[src/fpsc_defs.svh]
`ifndef FPSC_DEFS_SVH
`define FPSC_DEFS_SVH

// Register byte addresses on the Wishbone bus
`define FPSC_ADDR_STATUS 8'h00
`define FPSC_ADDR_CONFIG 8'h04
`define FPSC_ADDR_PROT 8'h08
`define FPSC_ADDR_SEC 8'h0c
`define FPSC_ADDR_CMD 8'h10
`define FPSC_ADDR_KEY01 8'h14
`define FPSC_ADDR_KEY23 8'h18
`define FPSC_ADDR_DEBUG 8'h1c

// Configuration field byte addresses inside the flash array
`define FPSC_CFG_KEY_BASE 16'hff70
`define FPSC_CFG_PROT 16'hff7c
`define FPSC_CFG_NVOPT 16'hff7e
`define FPSC_CFG_SEC 16'hff7f

// Protection register fields
`define FPSC_PROT_OPEN_BIT 7
`define FPSC_PROT_HDIS_BIT 5
`define FPSC_PROT_HS_LSB 3

// Status register fields
`define FPSC_STAT_CMD_COMPLETE_FLAG_BIT 7
`define FPSC_STAT_PVIOL_BIT 4
`define FPSC_STAT_KEYOK_BIT 1
`define FPSC_STAT_KEYLOCK_BIT 0

// Security field encodings
`define FPSC_SEC_UNSECURE 2'b10
`define FPSC_BACKDOOR_KEY_ENABLE_ENABLED 2'b10

// Command codes
`define FPSC_CMD_ERASE_ALL 8'h08
`define FPSC_CMD_ERASE_BLOCK 8'h09
`define FPSC_CMD_PROGRAM 8'h06
`define FPSC_CMD_ERASE_SECTOR 8'h0a
`define FPSC_CMD_UNSECURE 8'h0b
`define FPSC_CMD_VERIFY_KEY 8'h0c

// Timing: key compare duration and command run length, in cycles
`define FPSC_KEY_CYCLES 4'd8
`define FPSC_CMD_CYCLES 4'd4

`endif

[src/fpsc_pkg.sv]
`default_nettype none
package fpsc_pkg;
  typedef struct packed {
    logic open_bit;
    logic hdis_bit;
    logic [1:0] size;
  } fpsc_prot_t;

  typedef struct packed {
    logic [7:0] cmd;
    logic [15:0] addr;
  } fpsc_cmd_t;

  typedef enum logic [2:0] {
    FPSC_BOOT_PROT = 3'b000,
    FPSC_BOOT_SEC = 3'b001,
    FPSC_BOOT_KEY = 3'b010,
    FPSC_IDLE = 3'b011,
    FPSC_KEYCHK = 3'b100,
    FPSC_EXEC = 3'b101,
    FPSC_ERVERIFY = 3'b110
  } fpsc_state_t;
endpackage
`default_nettype wire

[src/fpsc_top.sv]
`timescale 1ns/10ps
`default_nettype none
`include "fpsc_defs.svh"

// Contract
// - Command interrupt asserts only when complete flag and enable are both set.
// - Complete flag clears while a command runs and sets when it finishes.
// - Two protectable regions: top-down higher region and all other flash.
// - Config field holds eight key bytes, protection, option and security bytes.
// - Protection register loads from the protection byte during reset sequence.
// - Open and higher-disable bits decode none, high, full or unprotected-high.
// - Software may rewrite protection after reset within allowed transitions.
// - Disallowed protection writes are ignored; register shows scenario in force.
// - Allowed: 1 to 1,3; 3 to 3; 5 to 3,5; 7 to any.
// - Size field selects 2, 4, 8 or 16 KB top range.
// - Security register loads from the security byte during reset sequence.
// - Newly programmed security byte takes effect only after next reset.
// - With keys enabled, four 16-bit keys compared; full match unsecures.
// - All-zero or all-ones key words never match.
// - During key verification flash reads are unavailable and return invalid data.
// - Successful key match forces security field to unsecure encoding 10.
// - After a failed compare, further key verifications refused until reset.
// - Key verification leaves stored security, keys and protection unchanged.
// - Erase-all or unsecure with verified-blank flash unsecures the device.
// - After unsecure by erase all debug commands become enabled.
module fpsc_top (
  input wire logic clk,
  input wire logic reset,
  input wire logic [7:0] wb_adr_i,
  input wire logic [31:0] wb_dat_i,
  input wire logic [3:0] wb_sel_i,
  input wire logic wb_we_i,
  input wire logic wb_cyc_i,
  input wire logic wb_stb_i,
  output logic [31:0] wb_dat_o,
  output logic wb_ack_o,
  output logic [15:0] cfg_addr,
  input wire logic [7:0] cfg_data,
  input wire logic flash_blank,
  output logic flash_read_block,
  output logic flash_erase_go,
  output logic flash_write_go,
  output logic [15:0] flash_op_addr,
  output logic debug_full_enable,
  output logic cmd_irq
);
  fpsc_pkg::fpsc_state_t state_reg;
  fpsc_pkg::fpsc_prot_t prot_reg;
  fpsc_pkg::fpsc_prot_t prot_wr;
  fpsc_pkg::fpsc_cmd_t cmd_reg;
  logic [7:0] sec_reg;
  logic [15:0] key_reg [4];
  logic [15:0] try_reg [4];
  logic [2:0] boot_idx_reg;
  logic [3:0] cnt_reg;
  logic cmd_complete_flag;
  logic cmd_complete_irq_en;
  logic pviol_reg;
  logic key_locked_reg;
  logic key_ok_reg;
  logic wb_hit;
  logic wr_cmd_launch;
  logic [3:0] key_match;
  logic [15:0] hi_base;
  logic in_high;
  logic protected_hit;
  logic [1:0] scen_cur;
  logic [1:0] scen_new;
  logic trans_ok;
  logic is_mod_cmd;

  assign wb_hit = wb_cyc_i && wb_stb_i && !wb_ack_o;
  assign prot_wr = '{open_bit: wb_dat_i[`FPSC_PROT_OPEN_BIT],
                     hdis_bit: wb_dat_i[`FPSC_PROT_HDIS_BIT],
                     size: wb_dat_i[`FPSC_PROT_HS_LSB +: 2]};
  assign wr_cmd_launch = wb_hit && wb_we_i && wb_sel_i[0] && wb_adr_i == `FPSC_ADDR_STATUS
    && wb_dat_i[`FPSC_STAT_CMD_COMPLETE_FLAG_BIT] && cmd_complete_flag;

  // Scenario index: open/hdis pairs 11,10,01,00 map to 7,5,3,1 as 2'b11..2'b00
  assign scen_cur = {prot_reg.open_bit, prot_reg.hdis_bit};
  assign scen_new = {prot_wr.open_bit, prot_wr.hdis_bit};
  always_comb begin
    case (scen_cur)
      2'b11: trans_ok = 1'b1;
      2'b10: trans_ok = (scen_new == 2'b10) || (scen_new == 2'b01);
      2'b01: trans_ok = (scen_new == 2'b01);
      2'b00: trans_ok = (scen_new == 2'b00) || (scen_new == 2'b01);
      default: trans_ok = 1'b0;
    endcase
    // Higher range may not shrink while scenario 5 or 3 is kept
    if (scen_new[1] != scen_new[0] && scen_new == scen_cur && prot_wr.size < prot_reg.size)
      trans_ok = 1'b0;
  end

  // Higher region base: 2 KB shifted by the size field
  always_comb begin
    case (prot_reg.size)
      2'b00: hi_base = 16'hf800;
      2'b01: hi_base = 16'hf000;
      2'b10: hi_base = 16'he000;
      default: hi_base = 16'hc000;
    endcase
  end
  assign in_high = cmd_reg.addr >= hi_base;
  always_comb begin
    case (scen_cur)
      2'b11: protected_hit = 1'b0;
      2'b10: protected_hit = in_high;
      2'b01: protected_hit = 1'b1;
      2'b00: protected_hit = !in_high;
      default: protected_hit = 1'b1;
    endcase
    // Whole-array operations need every region open
    if (cmd_reg.cmd == `FPSC_CMD_ERASE_ALL || cmd_reg.cmd == `FPSC_CMD_ERASE_BLOCK
        || cmd_reg.cmd == `FPSC_CMD_UNSECURE)
      protected_hit = scen_cur != 2'b11;
  end
  assign is_mod_cmd = cmd_reg.cmd == `FPSC_CMD_PROGRAM || cmd_reg.cmd == `FPSC_CMD_ERASE_ALL
    || cmd_reg.cmd == `FPSC_CMD_ERASE_BLOCK || cmd_reg.cmd == `FPSC_CMD_ERASE_SECTOR
    || cmd_reg.cmd == `FPSC_CMD_UNSECURE;

  genvar gi;
  generate
    for (gi = 0; gi < 4; gi++) begin : g_key
      assign key_match[gi] = key_reg[gi] == try_reg[gi]
        && key_reg[gi] != 16'h0000 && key_reg[gi] != 16'hffff;
    end
  endgenerate

  // Boot sequence and command engine
  always_ff @(posedge clk) begin
    if (reset) begin
      state_reg <= fpsc_pkg::FPSC_BOOT_PROT;
      boot_idx_reg <= 3'h0;
      cnt_reg <= 4'h0;
      cfg_addr <= `FPSC_CFG_PROT;
      prot_reg <= '0;
      sec_reg <= 8'h00;
      key_locked_reg <= 1'b0;
      key_ok_reg <= 1'b0;
      pviol_reg <= 1'b0;
      cmd_complete_flag <= 1'b0;
      flash_read_block <= 1'b0;
      flash_erase_go <= 1'b0;
      flash_write_go <= 1'b0;
      flash_op_addr <= 16'h0000;
      debug_full_enable <= 1'b0;
      for (int i = 0; i < 4; i++) begin
        key_reg[i] <= 16'h0000;
      end
    end else begin
      flash_erase_go <= 1'b0;
      flash_write_go <= 1'b0;
      if (wb_hit && wb_we_i && wb_sel_i[0] && wb_adr_i == `FPSC_ADDR_STATUS
          && wb_dat_i[`FPSC_STAT_PVIOL_BIT])
        pviol_reg <= 1'b0;
      case (state_reg)
        fpsc_pkg::FPSC_BOOT_PROT: begin
          // Address presented one cycle ahead; data sampled now
          if (cnt_reg == 4'h1) begin
            prot_reg <= '{open_bit: cfg_data[`FPSC_PROT_OPEN_BIT],
                          hdis_bit: cfg_data[`FPSC_PROT_HDIS_BIT],
                          size: cfg_data[`FPSC_PROT_HS_LSB +: 2]};
            cfg_addr <= `FPSC_CFG_SEC;
            cnt_reg <= 4'h0;
            state_reg <= fpsc_pkg::FPSC_BOOT_SEC;
          end else begin
            cnt_reg <= cnt_reg + 4'h1;
          end
        end
        fpsc_pkg::FPSC_BOOT_SEC: begin
          if (cnt_reg == 4'h1) begin
            sec_reg <= cfg_data;
            cfg_addr <= `FPSC_CFG_KEY_BASE;
            cnt_reg <= 4'h0;
            state_reg <= fpsc_pkg::FPSC_BOOT_KEY;
          end else begin
            cnt_reg <= cnt_reg + 4'h1;
          end
        end
        fpsc_pkg::FPSC_BOOT_KEY: begin
          if (boot_idx_reg[0])
            key_reg[boot_idx_reg[2:1]][7:0] <= cfg_data;
          else
            key_reg[boot_idx_reg[2:1]][15:8] <= cfg_data;
          if (boot_idx_reg == 3'h7) begin
            cmd_complete_flag <= 1'b1;
            state_reg <= fpsc_pkg::FPSC_IDLE;
          end else begin
            cfg_addr <= `FPSC_CFG_KEY_BASE + {13'h0, boot_idx_reg + 3'h1};
          end
          boot_idx_reg <= boot_idx_reg + 3'h1;
        end
        fpsc_pkg::FPSC_IDLE: begin
          if (wr_cmd_launch) begin
            cmd_complete_flag <= 1'b0;
            cnt_reg <= 4'h0;
            if (cmd_reg.cmd == `FPSC_CMD_VERIFY_KEY) begin
              if (key_locked_reg || sec_reg[7:6] != `FPSC_BACKDOOR_KEY_ENABLE_ENABLED) begin
                state_reg <= fpsc_pkg::FPSC_EXEC;
              end else begin
                flash_read_block <= 1'b1;
                state_reg <= fpsc_pkg::FPSC_KEYCHK;
              end
            end else if (is_mod_cmd && protected_hit) begin
              pviol_reg <= 1'b1;
              state_reg <= fpsc_pkg::FPSC_EXEC;
            end else begin
              flash_op_addr <= cmd_reg.addr;
              // Codes without an array action must not pulse the erase strobe
              flash_erase_go <= is_mod_cmd && cmd_reg.cmd != `FPSC_CMD_PROGRAM;
              flash_write_go <= cmd_reg.cmd == `FPSC_CMD_PROGRAM;
              state_reg <= (cmd_reg.cmd == `FPSC_CMD_ERASE_ALL
                || cmd_reg.cmd == `FPSC_CMD_UNSECURE)
                ? fpsc_pkg::FPSC_ERVERIFY : fpsc_pkg::FPSC_EXEC;
            end
          end
        end
        fpsc_pkg::FPSC_KEYCHK: begin
          if (cnt_reg == `FPSC_KEY_CYCLES - 4'h1) begin
            flash_read_block <= 1'b0;
            cmd_complete_flag <= 1'b1;
            state_reg <= fpsc_pkg::FPSC_IDLE;
            if (&key_match) begin
              sec_reg[1:0] <= `FPSC_SEC_UNSECURE;
              key_ok_reg <= 1'b1;
            end else begin
              key_locked_reg <= 1'b1;
            end
          end
          cnt_reg <= cnt_reg + 4'h1;
        end
        fpsc_pkg::FPSC_ERVERIFY: begin
          if (cnt_reg == `FPSC_CMD_CYCLES - 4'h1) begin
            cmd_complete_flag <= 1'b1;
            state_reg <= fpsc_pkg::FPSC_IDLE;
            if (flash_blank) begin
              sec_reg[1:0] <= `FPSC_SEC_UNSECURE;
              debug_full_enable <= 1'b1;
            end
          end
          cnt_reg <= cnt_reg + 4'h1;
        end
        fpsc_pkg::FPSC_EXEC: begin
          if (cnt_reg == `FPSC_CMD_CYCLES - 4'h1) begin
            cmd_complete_flag <= 1'b1;
            state_reg <= fpsc_pkg::FPSC_IDLE;
          end
          cnt_reg <= cnt_reg + 4'h1;
        end
        default: state_reg <= fpsc_pkg::FPSC_IDLE;
      endcase
      // Software protection writes only once the boot load is done
      if (state_reg == fpsc_pkg::FPSC_IDLE && wb_hit && wb_we_i && wb_sel_i[0]
          && wb_adr_i == `FPSC_ADDR_PROT && trans_ok)
        prot_reg <= prot_wr;
    end
  end

  // Command parameters, locked while a command runs
  always_ff @(posedge clk) begin
    if (reset) begin
      cmd_reg <= '0;
      cmd_complete_irq_en <= 1'b0;
      for (int i = 0; i < 4; i++) begin
        try_reg[i] <= 16'h0000;
      end
    end else if (wb_hit && wb_we_i) begin
      if (wb_adr_i == `FPSC_ADDR_CONFIG && wb_sel_i[0])
        cmd_complete_irq_en <= wb_dat_i[7];
      if (cmd_complete_flag) begin
        if (wb_adr_i == `FPSC_ADDR_CMD && wb_sel_i == 4'hf)
          cmd_reg <= wb_dat_i[23:0];
        if (wb_adr_i == `FPSC_ADDR_KEY01 && wb_sel_i == 4'hf) begin
          try_reg[0] <= wb_dat_i[31:16];
          try_reg[1] <= wb_dat_i[15:0];
        end
        if (wb_adr_i == `FPSC_ADDR_KEY23 && wb_sel_i == 4'hf) begin
          try_reg[2] <= wb_dat_i[31:16];
          try_reg[3] <= wb_dat_i[15:0];
        end
      end
    end
  end

  // Wishbone answer one cycle after the strobe; unmapped reads return zero
  always_ff @(posedge clk) begin
    if (reset) begin
      wb_ack_o <= 1'b0;
      wb_dat_o <= 32'h0000_0000;
    end else begin
      wb_ack_o <= wb_hit;
      wb_dat_o <= 32'h0000_0000;
      if (wb_hit && !wb_we_i) begin
        case (wb_adr_i)
          `FPSC_ADDR_STATUS: wb_dat_o <= {24'h0, cmd_complete_flag, 2'b00, pviol_reg,
                                          2'b00, key_ok_reg, key_locked_reg};
          `FPSC_ADDR_CONFIG: wb_dat_o <= {24'h0, cmd_complete_irq_en, 7'h00};
          `FPSC_ADDR_PROT: wb_dat_o <= {24'h0, prot_reg.open_bit, 1'b0, prot_reg.hdis_bit,
                                        prot_reg.size, 3'b000};
          `FPSC_ADDR_SEC: wb_dat_o <= {24'h0, sec_reg};
          `FPSC_ADDR_CMD: wb_dat_o <= {8'h00, cmd_reg};
          `FPSC_ADDR_DEBUG: wb_dat_o <= {31'h0, debug_full_enable};
          default: wb_dat_o <= 32'h0000_0000;
        endcase
      end
    end
  end

  // Registered so the interrupt line is glitch-free
  always_ff @(posedge clk) begin
    if (reset)
      cmd_irq <= 1'b0;
    else
      cmd_irq <= cmd_complete_flag && cmd_complete_irq_en;
  end

  AST_IRQ_CAUSE: assert property (@(posedge clk) disable iff (reset)
    cmd_irq |-> $past(cmd_complete_flag) && $past(cmd_complete_irq_en))
    else $error("irq without cause");
  AST_IRQ_SET: assert property (@(posedge clk) disable iff (reset)
    cmd_complete_flag && cmd_complete_irq_en |=> cmd_irq)
    else $error("irq missing");
  AST_FLAG_CLEARS: assert property (@(posedge clk) disable iff (reset)
    wr_cmd_launch && state_reg == fpsc_pkg::FPSC_IDLE |=> !cmd_complete_flag)
    else $error("flag not cleared on launch");
  AST_FLAG_RETURNS: assert property (@(posedge clk) disable iff (reset)
    $fell(cmd_complete_flag) |-> ##[1:10] cmd_complete_flag)
    else $error("command never completed");
  AST_PROT_ILLEGAL: assert property (@(posedge clk) disable iff (reset)
    state_reg == fpsc_pkg::FPSC_IDLE && wb_hit && wb_we_i && wb_sel_i[0]
    && wb_adr_i == `FPSC_ADDR_PROT && !trans_ok |=> $stable(prot_reg))
    else $error("illegal protection change");
  AST_NO_UNPROTECT: assert property (@(posedge clk) disable iff (reset)
    $past(state_reg) == fpsc_pkg::FPSC_IDLE && $past(scen_cur) == 2'b01
    |-> scen_cur == 2'b01)
    else $error("full protection removed");
  AST_READ_BLOCK: assert property (@(posedge clk) disable iff (reset)
    state_reg == fpsc_pkg::FPSC_KEYCHK |-> flash_read_block)
    else $error("reads open during key check");
  AST_KEY_LOCK: assert property (@(posedge clk) disable iff (reset)
    key_locked_reg |-> state_reg != fpsc_pkg::FPSC_KEYCHK)
    else $error("key check after lock");
  AST_KEY_NOPROT: assert property (@(posedge clk) disable iff (reset)
    state_reg == fpsc_pkg::FPSC_KEYCHK |=> $stable(prot_reg) && $stable(key_reg[0]))
    else $error("key check changed state");
  AST_PVIOL: assert property (@(posedge clk) disable iff (reset)
    wr_cmd_launch && state_reg == fpsc_pkg::FPSC_IDLE && is_mod_cmd && protected_hit
    |=> pviol_reg && !flash_erase_go && !flash_write_go)
    else $error("protected region modified");
  AST_WRITE_SCOPE: assert property (@(posedge clk) disable iff (reset)
    flash_write_go |-> $past(cmd_reg.cmd) == `FPSC_CMD_PROGRAM && !$past(protected_hit))
    else $error("write strobe without program");
  AST_ERASE_SCOPE: assert property (@(posedge clk) disable iff (reset)
    flash_erase_go |-> $past(is_mod_cmd) && $past(cmd_reg.cmd) != `FPSC_CMD_PROGRAM
    && !$past(protected_hit))
    else $error("erase strobe without erase");
  AST_KEY_UNSEC: assert property (@(posedge clk) disable iff (reset)
    $rose(key_ok_reg) |-> sec_reg[1:0] == `FPSC_SEC_UNSECURE)
    else $error("key match left device secured");
  AST_ERASE_UNSEC: assert property (@(posedge clk) disable iff (reset)
    $rose(debug_full_enable) |-> sec_reg[1:0] == `FPSC_SEC_UNSECURE)
    else $error("erase unlock left device secured");
  AST_SEC_HOLD: assert property (@(posedge clk) disable iff (reset)
    $past(state_reg) != fpsc_pkg::FPSC_BOOT_SEC |-> $stable(sec_reg[7:2]))
    else $error("security byte changed outside boot");
  COV_KEY_OK: cover property (@(posedge clk) $rose(key_ok_reg));
  COV_KEY_LOCK: cover property (@(posedge clk) $rose(key_locked_reg));
  COV_ERASE_UNSEC: cover property (@(posedge clk) $rose(debug_full_enable));
  COV_PVIOL: cover property (@(posedge clk) $rose(pviol_reg));
  COV_PROT_REFUSED: cover property (@(posedge clk) state_reg == fpsc_pkg::FPSC_IDLE
    && wb_hit && wb_we_i && wb_adr_i == `FPSC_ADDR_PROT && !trans_ok);
endmodule // fpsc_top
`default_nettype wire

[config.mk]
export PLATFORM = sky130hd
export DESIGN_NAME = fpsc_top
export DESIGN_NICKNAME = d
export VERILOG_FILES = /design/src/fpsc_pkg.sv /design/src/fpsc_top.sv
export VERILOG_INCLUDE_DIRS = /design/src /design/src/src
export SDC_FILE = /design/constraint.sdc
export NUM_CORES = 1
export LEC_CHECK = 0
export BUFFER_PORTS_ARGS = -buffer_cell sky130_fd_sc_hd__buf_4
export CORE_ASPECT_RATIO = 0.8
export CORE_MARGIN = 5
export CORE_UTILIZATION = 50
export CTS_BUF_LIST = sky130_fd_sc_hd__clkbuf_8 sky130_fd_sc_hd__clkbuf_16
export CTS_CLUSTER_DIAMETER = 100
export DETAILED_ROUTE_END_ITERATION = 8
export PLACE_DENSITY = 0.77
export SYNTH_ARGS = -nofsm -noshare
export SYNTH_HDL_FRONTEND = slang
export SYNTH_SLANG_ARGS = --single-unit
export TNS_END_PERCENT = 1
[constraint.sdc]
create_clock -name clk -period 4.81 [get_ports clk]
set_clock_uncertainty 0.05 [all_clocks]
set_input_delay 0.2405 -clock clk [delete_from_list [all_inputs] [get_ports clk]]
set_output_delay 0.2405 -clock clk [all_outputs]
set_load 0.02 [all_outputs]
==> impl_metrics.env, run 1 <==
export IMPL_status="finished, final reports clean"
export IMPL_rows=47
export IMPL_fill_cells=1654
export IMPL_antennaDiodeCount=0
export IMPL_worst_pin_slew_ps=1160
export IMPL_worstSetupPathType="flop to flop"
export IMPL_areaGrowthSynthToFinish_pct=20.6
export IMPL_use_met2_pct=33.7
export IMPL_cts_htree_levels=1
export IMPL_start_util_pct=50.5
export IMPL_cts_tree="yes"
export IMPL_drc=0
export IMPL_hp_start="cfg_data[0]"
export IMPL_rsz0062_at_grt="false"
export IMPL_postCtsSetupRepairBufs=0
export IMPL_die_x_um=171
export IMPL_post_drt_wl_per_cell_um=20.1
export IMPL_synth_flop_cell="edfxtp_1"
export IMPL_rr_endpoint="flash_write_go"
export IMPL_io_pins=128
export IMPL_grt_pass1_vias=7695
export IMPL_synth_seq_area_share_pct=56.5
export IMPL_synth_cell_types=57
export IMPL_ctsRootBufferMaster="clkbuf_16"
export IMPL_fmax_ghz=0.365
export IMPL_core_area_sq_mm=0.0205
export IMPL_synth_top_cells_by_count="128 x edfxtp_1, 102 x nand2_1, 101 x dfxtp_1"
export IMPL_clock_path_buffers=3
export IMPL_die_h_um=139
export IMPL_numClockSinks=229
export IMPL_grt_max_degree=111
export IMPL_grt_usage_pct=23.4
export IMPL_drt_pass1_iterations=5
export IMPL_ir_drop_mv=0.252
export IMPL_yosys_warnings=0
export IMPL_port_buffers=107
export IMPL_viasPerCell=5.77
export IMPL_period_minus_slack_ps=2740
export IMPL_p_per_area_mw_per_mm2=374
export IMPL_whs_path_depth=3
export IMPL_post_place_cells=1326
export IMPL_clk_pin_slew_ps=60
export IMPL_nets=1192
export IMPL_ff2ff_path_depth=9
export IMPL_via_count=8136
export IMPL_drtIter0Drc=1127
export IMPL_hold_viol_final=0
export IMPL_holdPathEnd="sec_reg[0]"
export IMPL_met1_usage_pct=35.7
export IMPL_relSlewSlack_pct=22.7
export IMPL_ys_ff_latch=229
export IMPL_yosys_area_top_type="edfxtp_1"
export IMPL_arrival_ps=3110
export IMPL_drive_above_1_share_pct=14.2
export IMPL_synthesis_area_sq_mm=0.0104
export IMPL_setup_viol_count_final=0
export IMPL_fin_tns_setup_ps=0
export IMPL_synth_top_cell_area_share_pct=37.1
export IMPL_timing_final_crit_share_pct=57.0
export IMPL_drv_slew=0
export IMPL_drv_cap=0
export IMPL_cp_required_ps=5180
export IMPL_avgSynthCellArea_sq_um=10.5
export IMPL_r2r_start="prot_reg[1]"
export IMPL_synth_area_top_cells="edfxtp_1 37%, dfxtp_1 19%, xnor2_1 5.5%"
export IMPL_design_die_area_sq_mm=0.0237
export IMPL_cts_resized=0
export IMPL_instances_no_fill=1410
export IMPL_startpoint_type="flop"
export IMPL_gp_congestion=0.991
export IMPL_grt_first_pass_wirelength_mm=43.6
export IMPL_dp_hpwl_mm=20.6
export IMPL_async_reset_ff_share_pct=0
export IMPL_insertion_delay_ps=520
export IMPL_cts_hold_buf=40
export IMPL_top_usage_layer="met1"
export IMPL_ant_nets=0
export IMPL_antenna_found_initial=0
export IMPL_min_path_type="input pin to flop"
export IMPL_numCtsBuffers=24
export IMPL_synth_edff_count=128
export IMPL_ff2ff_setup_slack_ps=2070
export IMPL_overflow=0
export IMPL_path_max_fanout=18
export IMPL_yosysMostFrequentCell="edfxtp_1"
export IMPL_grt_met3_usage_pct=5.93
export IMPL_cp_end_kind="flop"
export IMPL_syn_inst=988
export IMPL_leakage_nw=4.58
export IMPL_wl_mm=28.4
-- logic make-up after synthesis --
kind of cell	Yosys count	share of synthesized area [%]
other cells	2	0.0724
xor+xnor	71	5.99
fa+ha+maj	11	1.33
mux	26	2.56
buf+inv	84	3.96
simple gates	466	23.6
compound gates	99	5.96
flops	229	56.5
-- area by class of cell --
cell class / instances / area [sq um] / area share [%]
multi-input cells: 693 / 4180 / 33.4
clock buffers: 28 / 689 / 5.51
clock inverters: 16 / 103 / 0.820
flip-flops and latches: 229 / 5870 / 46.9
inverters: 22 / 82.6 / 0.660
repair buffers: 153 / 1250 / 9.98
well taps: 269 / 337 / 2.69
-- worst max-delay path, stage by stage, from the launching register on --
cell     delay [ps]
dfxtp_1         350
and2_1          170
ha_1            310
or4b_1          430
nor4_1          240
a31oi_1         140
mux2i_1         190
nor3_2          190
buf_4           310
nor4b_1         250
-- cell usage in the layout, fill, tap and decap left out, types with 6 or more instances in the layout --
master,n
a211oi_1,11
a21oi_1,53
a22oi_1,6
and2_1,63
and3_1,18
buf_4,113
clkbuf_16,27
conb_1,20
dfxtp_1,101
dlygate4sd3_1,40
edfxtp_1,128
ha_1,11
inv_1,27
mux2i_1,22
nand2_1,102
nand2b_1,45
nand3_1,15
nand4_1,47
nor2_1,98
nor3_1,12
nor4_1,30
o21ai_0,6
xnor2_1,65
xor2_1,6
-- routing by layer --
| metal | share of wire [%] | wire [um] | vias up |
|---|---|---|---|
| met1 | 42 | 12000 | 3865 |
| met4 | 2.4 | 674 | 0 |
| met2 | 43 | 12200 | 476 |
| met3 | 13 | 3550 | 58 |
| li1 | - | - | 3737 |
| met5 | 0 | 0 | - |
-- worst max-delay path by stage --
stage	slack, ps	end	cells after the start	startpoint
after global placement	2160	try_reg[2][14]	7	wb_adr_i[5]
after detailed placement	2100	flash_write_go	9	prot_reg[1]
after floorplan	2320	flash_op_addr[0]	10	prot_reg[1]
after global routing	1830	flash_erase_go	9	prot_reg[1]
final	2070	flash_write_go	9	prot_reg[1]
after CTS	2080	flash_write_go	9	prot_reg[1]
-- power breakdown --
group	internal, mW	switching, mW	total, mW
sequential	2.16	0.116	2.27
clock	1.08	0.764	1.84
combinational	0.236	0.326	0.562
-- through the flow --
stage / instance area (sq um) / setup slack (ps) / power (mW) / hold WS [ps] / util [%]
floorplan: 10400 / 2320 / 2.65 / 326 / -
global placement: 11300 / 2160 / 2.82 / 396 / 55.1
detailed placement: 11300 / 2100 / 2.83 / 384 / 55.1
CTS: 12500 / 2080 / 4.69 / 23.4 / 60.9
global route: 12500 / 1830 / 4.85 / 35.6 / 60.9
finish: 12500 / 2070 / 4.68 / 42.1 / 60.9
Power figures use the tool's default switching activity.
==> run 2: changes to the inputs <==
--- a/config.mk
+++ b/config.mk
@@ -6,6 +6,7 @@
 export SDC_FILE = /design/constraint.sdc
 export NUM_CORES = 1
 export LEC_CHECK = 0
+export ABC_AREA = 1
 export BUFFER_PORTS_ARGS = -buffer_cell sky130_fd_sc_hd__buf_4
 export CORE_ASPECT_RATIO = 0.8
 export CORE_MARGIN = 5
==> constraint.sdc (replaced) <==
create_clock -name clk -period 2.85 [get_ports clk]
set_clock_uncertainty 0.05 [all_clocks]
set_input_delay 0.1425 -clock clk [delete_from_list [all_inputs] [get_ports clk]]
set_output_delay 0.1425 -clock clk [all_outputs]
set_load 0.02 [all_outputs]
==> impl_metrics.env, run 2 <==
export IMPL_status="finished, final reports clean"
export IMPL_rows=48
export IMPL_leakage_nw=5.93
export IMPL_start_util_pct=51.2
export IMPL_core_area_sq_mm=0.0217
export IMPL_die_x_um=177
export IMPL_antenna_found_initial=0
export IMPL_synth_cell_types=49
export IMPL_avgSynthCellArea_sq_um=8.28
export IMPL_drv_cap=0
export IMPL_synth_flop_cell="edfxtp_1"
export IMPL_setup_ws_ps=402
export IMPL_fin_tns_setup_ps=0
export IMPL_post_place_cells=1730
export IMPL_dp_hpwl_mm=22.4
export IMPL_startpoint_type="flop"
export IMPL_ir_drop_mv=0.561
export IMPL_via_count=9423
export IMPL_ys_ff_latch=229
export IMPL_ant_nets=0
export IMPL_clk_pin_slew_ps=60
export IMPL_synth_area_top_cells="edfxtp_1 34%, dfxtp_1 18%, nor2_1 12%"
export IMPL_hold_viol_final=0
export IMPL_yosys_warnings=0
export IMPL_port_buffers=107
export IMPL_yosysMostFrequentCell="nor2_1"
export IMPL_power_total_mw=8.49
export IMPL_synth_simple_area_share_pct=28.1
export IMPL_drv_slew=0
export IMPL_wl_mm=31.0
export IMPL_synthesis_area_sq_mm=0.0111
export IMPL_layout_common_cells="356 x nor2_1, 260 x nand2_1, 186 x inv_1"
export IMPL_final_design_area_no_fill_sq_mm=0.0135
export IMPL_numClockSinks=229
export IMPL_gp_congestion=0.953
export IMPL_synth_top_family_by_area="simple AND/OR/NAND/NOR gates"
export IMPL_syn_inst=1345
export IMPL_synth_adder_area_share_pct=1.24
export IMPL_dpl_cell_area_sq_mm=0.0122
export IMPL_drive_above_1_share_pct=14.0
export IMPL_yosys_area_top_type="edfxtp_1"
export IMPL_hold_ws_ps=28.9
export IMPL_cp_end_kind="flop"
export IMPL_design_die_area_sq_mm=0.0254
export IMPL_overflow=0
export IMPL_dp_slack_ps=548
export IMPL_worst_pin_slew_ps=665
export IMPL_rsz0062_at_grt="false"
export IMPL_cts_htree_levels=1
export IMPL_grt_usage_pct=23.9
export IMPL_setup_viol_count_final=0
export IMPL_worstSetupPathType="flop to flop"
export IMPL_synth_xor_area_share_pct=1.73
export IMPL_ctsRootBufferMaster="clkbuf_16"
export IMPL_path_max_fanout=15
export IMPL_synth_top_cell_area_share_pct=34.5
export IMPL_viasPerCell=5.18
export IMPL_cts_tree="yes"
export IMPL_p_per_area_mw_per_mm2=629
export IMPL_grt_first_pass_wirelength_mm=47.5
export IMPL_arrival_ps=2820
export IMPL_async_reset_ff_share_pct=0
export IMPL_antennaDiodeCount=0
export IMPL_synth_seq_area_share_pct=52.6
export IMPL_min_path_type="input pin to flop"
export IMPL_relSlewSlack_pct=55.5
export IMPL_utilization_pct=62.1
export IMPL_numCtsBuffers=24
export IMPL_drt_pass1_iterations=5
export IMPL_post_drt_wl_per_cell_um=17.0
export IMPL_areaGrowthSynthToFinish_pct=21.1
export IMPL_nets=1571
export IMPL_insertion_delay_ps=520
export IMPL_grt_pass1_vias=8784
export IMPL_die_h_um=144
export IMPL_grt_max_degree=49
export IMPL_drc=0
export IMPL_period_minus_slack_ps=2450
export IMPL_io_pins=128
export IMPL_final_common_cell="nor2_1"
export IMPL_fmax_ghz=0.408
export IMPL_drtIter0Drc=1105
export IMPL_synth_compound_area_share_pct=6.76
export IMPL_synth_edff_count=128
export IMPL_timing_final_crit_share_pct=85.9
export IMPL_synth_mux_area_share_pct=0
export IMPL_cp_required_ps=3220
export IMPL_synth_top_cells_by_count="356 x nor2_1, 260 x nand2_1, 181 x inv_1"
export IMPL_instances_no_fill=1820
export IMPL_clock_path_buffers=3
[run 2: cell count changes after synthesis, sizes merged, moves of 34 or more]
cell / change
and2: -63
inv: +167
nand2: +163
nand2b: -45
nand3: +34
nor2: +267
xnor2: -65
[run 2: power breakdown]
group          total (mW)  switching (mW)  internal (mW)
logic                1.19           0.759          0.426
clock network        3.38            1.30           2.07
registers            3.93           0.216           3.71
total                8.49            2.28           6.21
[run 2: path summary, 6_finish.rpt]
| check | start | endpoint | slack (ps) | cells past startpoint |
|---|---|---|---|---|
| setup / recovery | wb_ack_o | wb_dat_o[4] | 400 | 7 |
| hold / removal | wb_dat_i[18] | try_reg[2][2] | 30 | 3 |
| setup reg to reg | wb_ack_o | wb_dat_o[4] | 400 | 7 |
| hold reg to reg | cfg_addr[3] | cfg_addr[3] | 410 | 2 |
[run 2: critical path, cell delays in order, from the launching register on]
cell,delay (ps)
dfxtp_1,310
nand3b_4,170
dlygate4sd3_1,570
nor2_1,130
nand2_1,360
inv_1,220
o21ai_1,260
a41oi_1,280
[run 2: per-layer routing]
layer,vias up,track usage (%),part of all wire (%)
met3,42,4.47,10
li1,4553,-,-
met1,4376,35.6,43
met4,0,4.23,1.5
met5,-,0,0
met2,452,37.2,45
[run 2: layout make-up]
cell class / count / area (sq um)
clock buffers: 32 / 767
well taps: 300 / 375
repair buffers: 165 / 1370
clock inverters: 12 / 111
multi-input cells: 893 / 4290
flip-flops and latches: 229 / 5870
inverters: 189 / 712
fillers: 1811 / 8250
[run 2: cells by family (layout without fill, tap and decap cells)]
group / Yosys count / count (layout)
AND/OR/NAND/NOR: 724 / 724
buffers and inverters: 241 / 398
flip-flops: 229 / 229
AO/OA/AOI/OAI: 116 / 116
XOR/XNOR: 22 / 22
adder cells (fa/ha/maj): 11 / 11
other: 2 / 20
[run 2: what timing repair did]
action | in CTS | in global routing
gates resized for setup | 0 | 0
hold buffers | 46 | 0
hold endpoints to repair | 94 | 0
endpoints found under the setup margin | 0 | 0
buffers inserted | 0 | 0
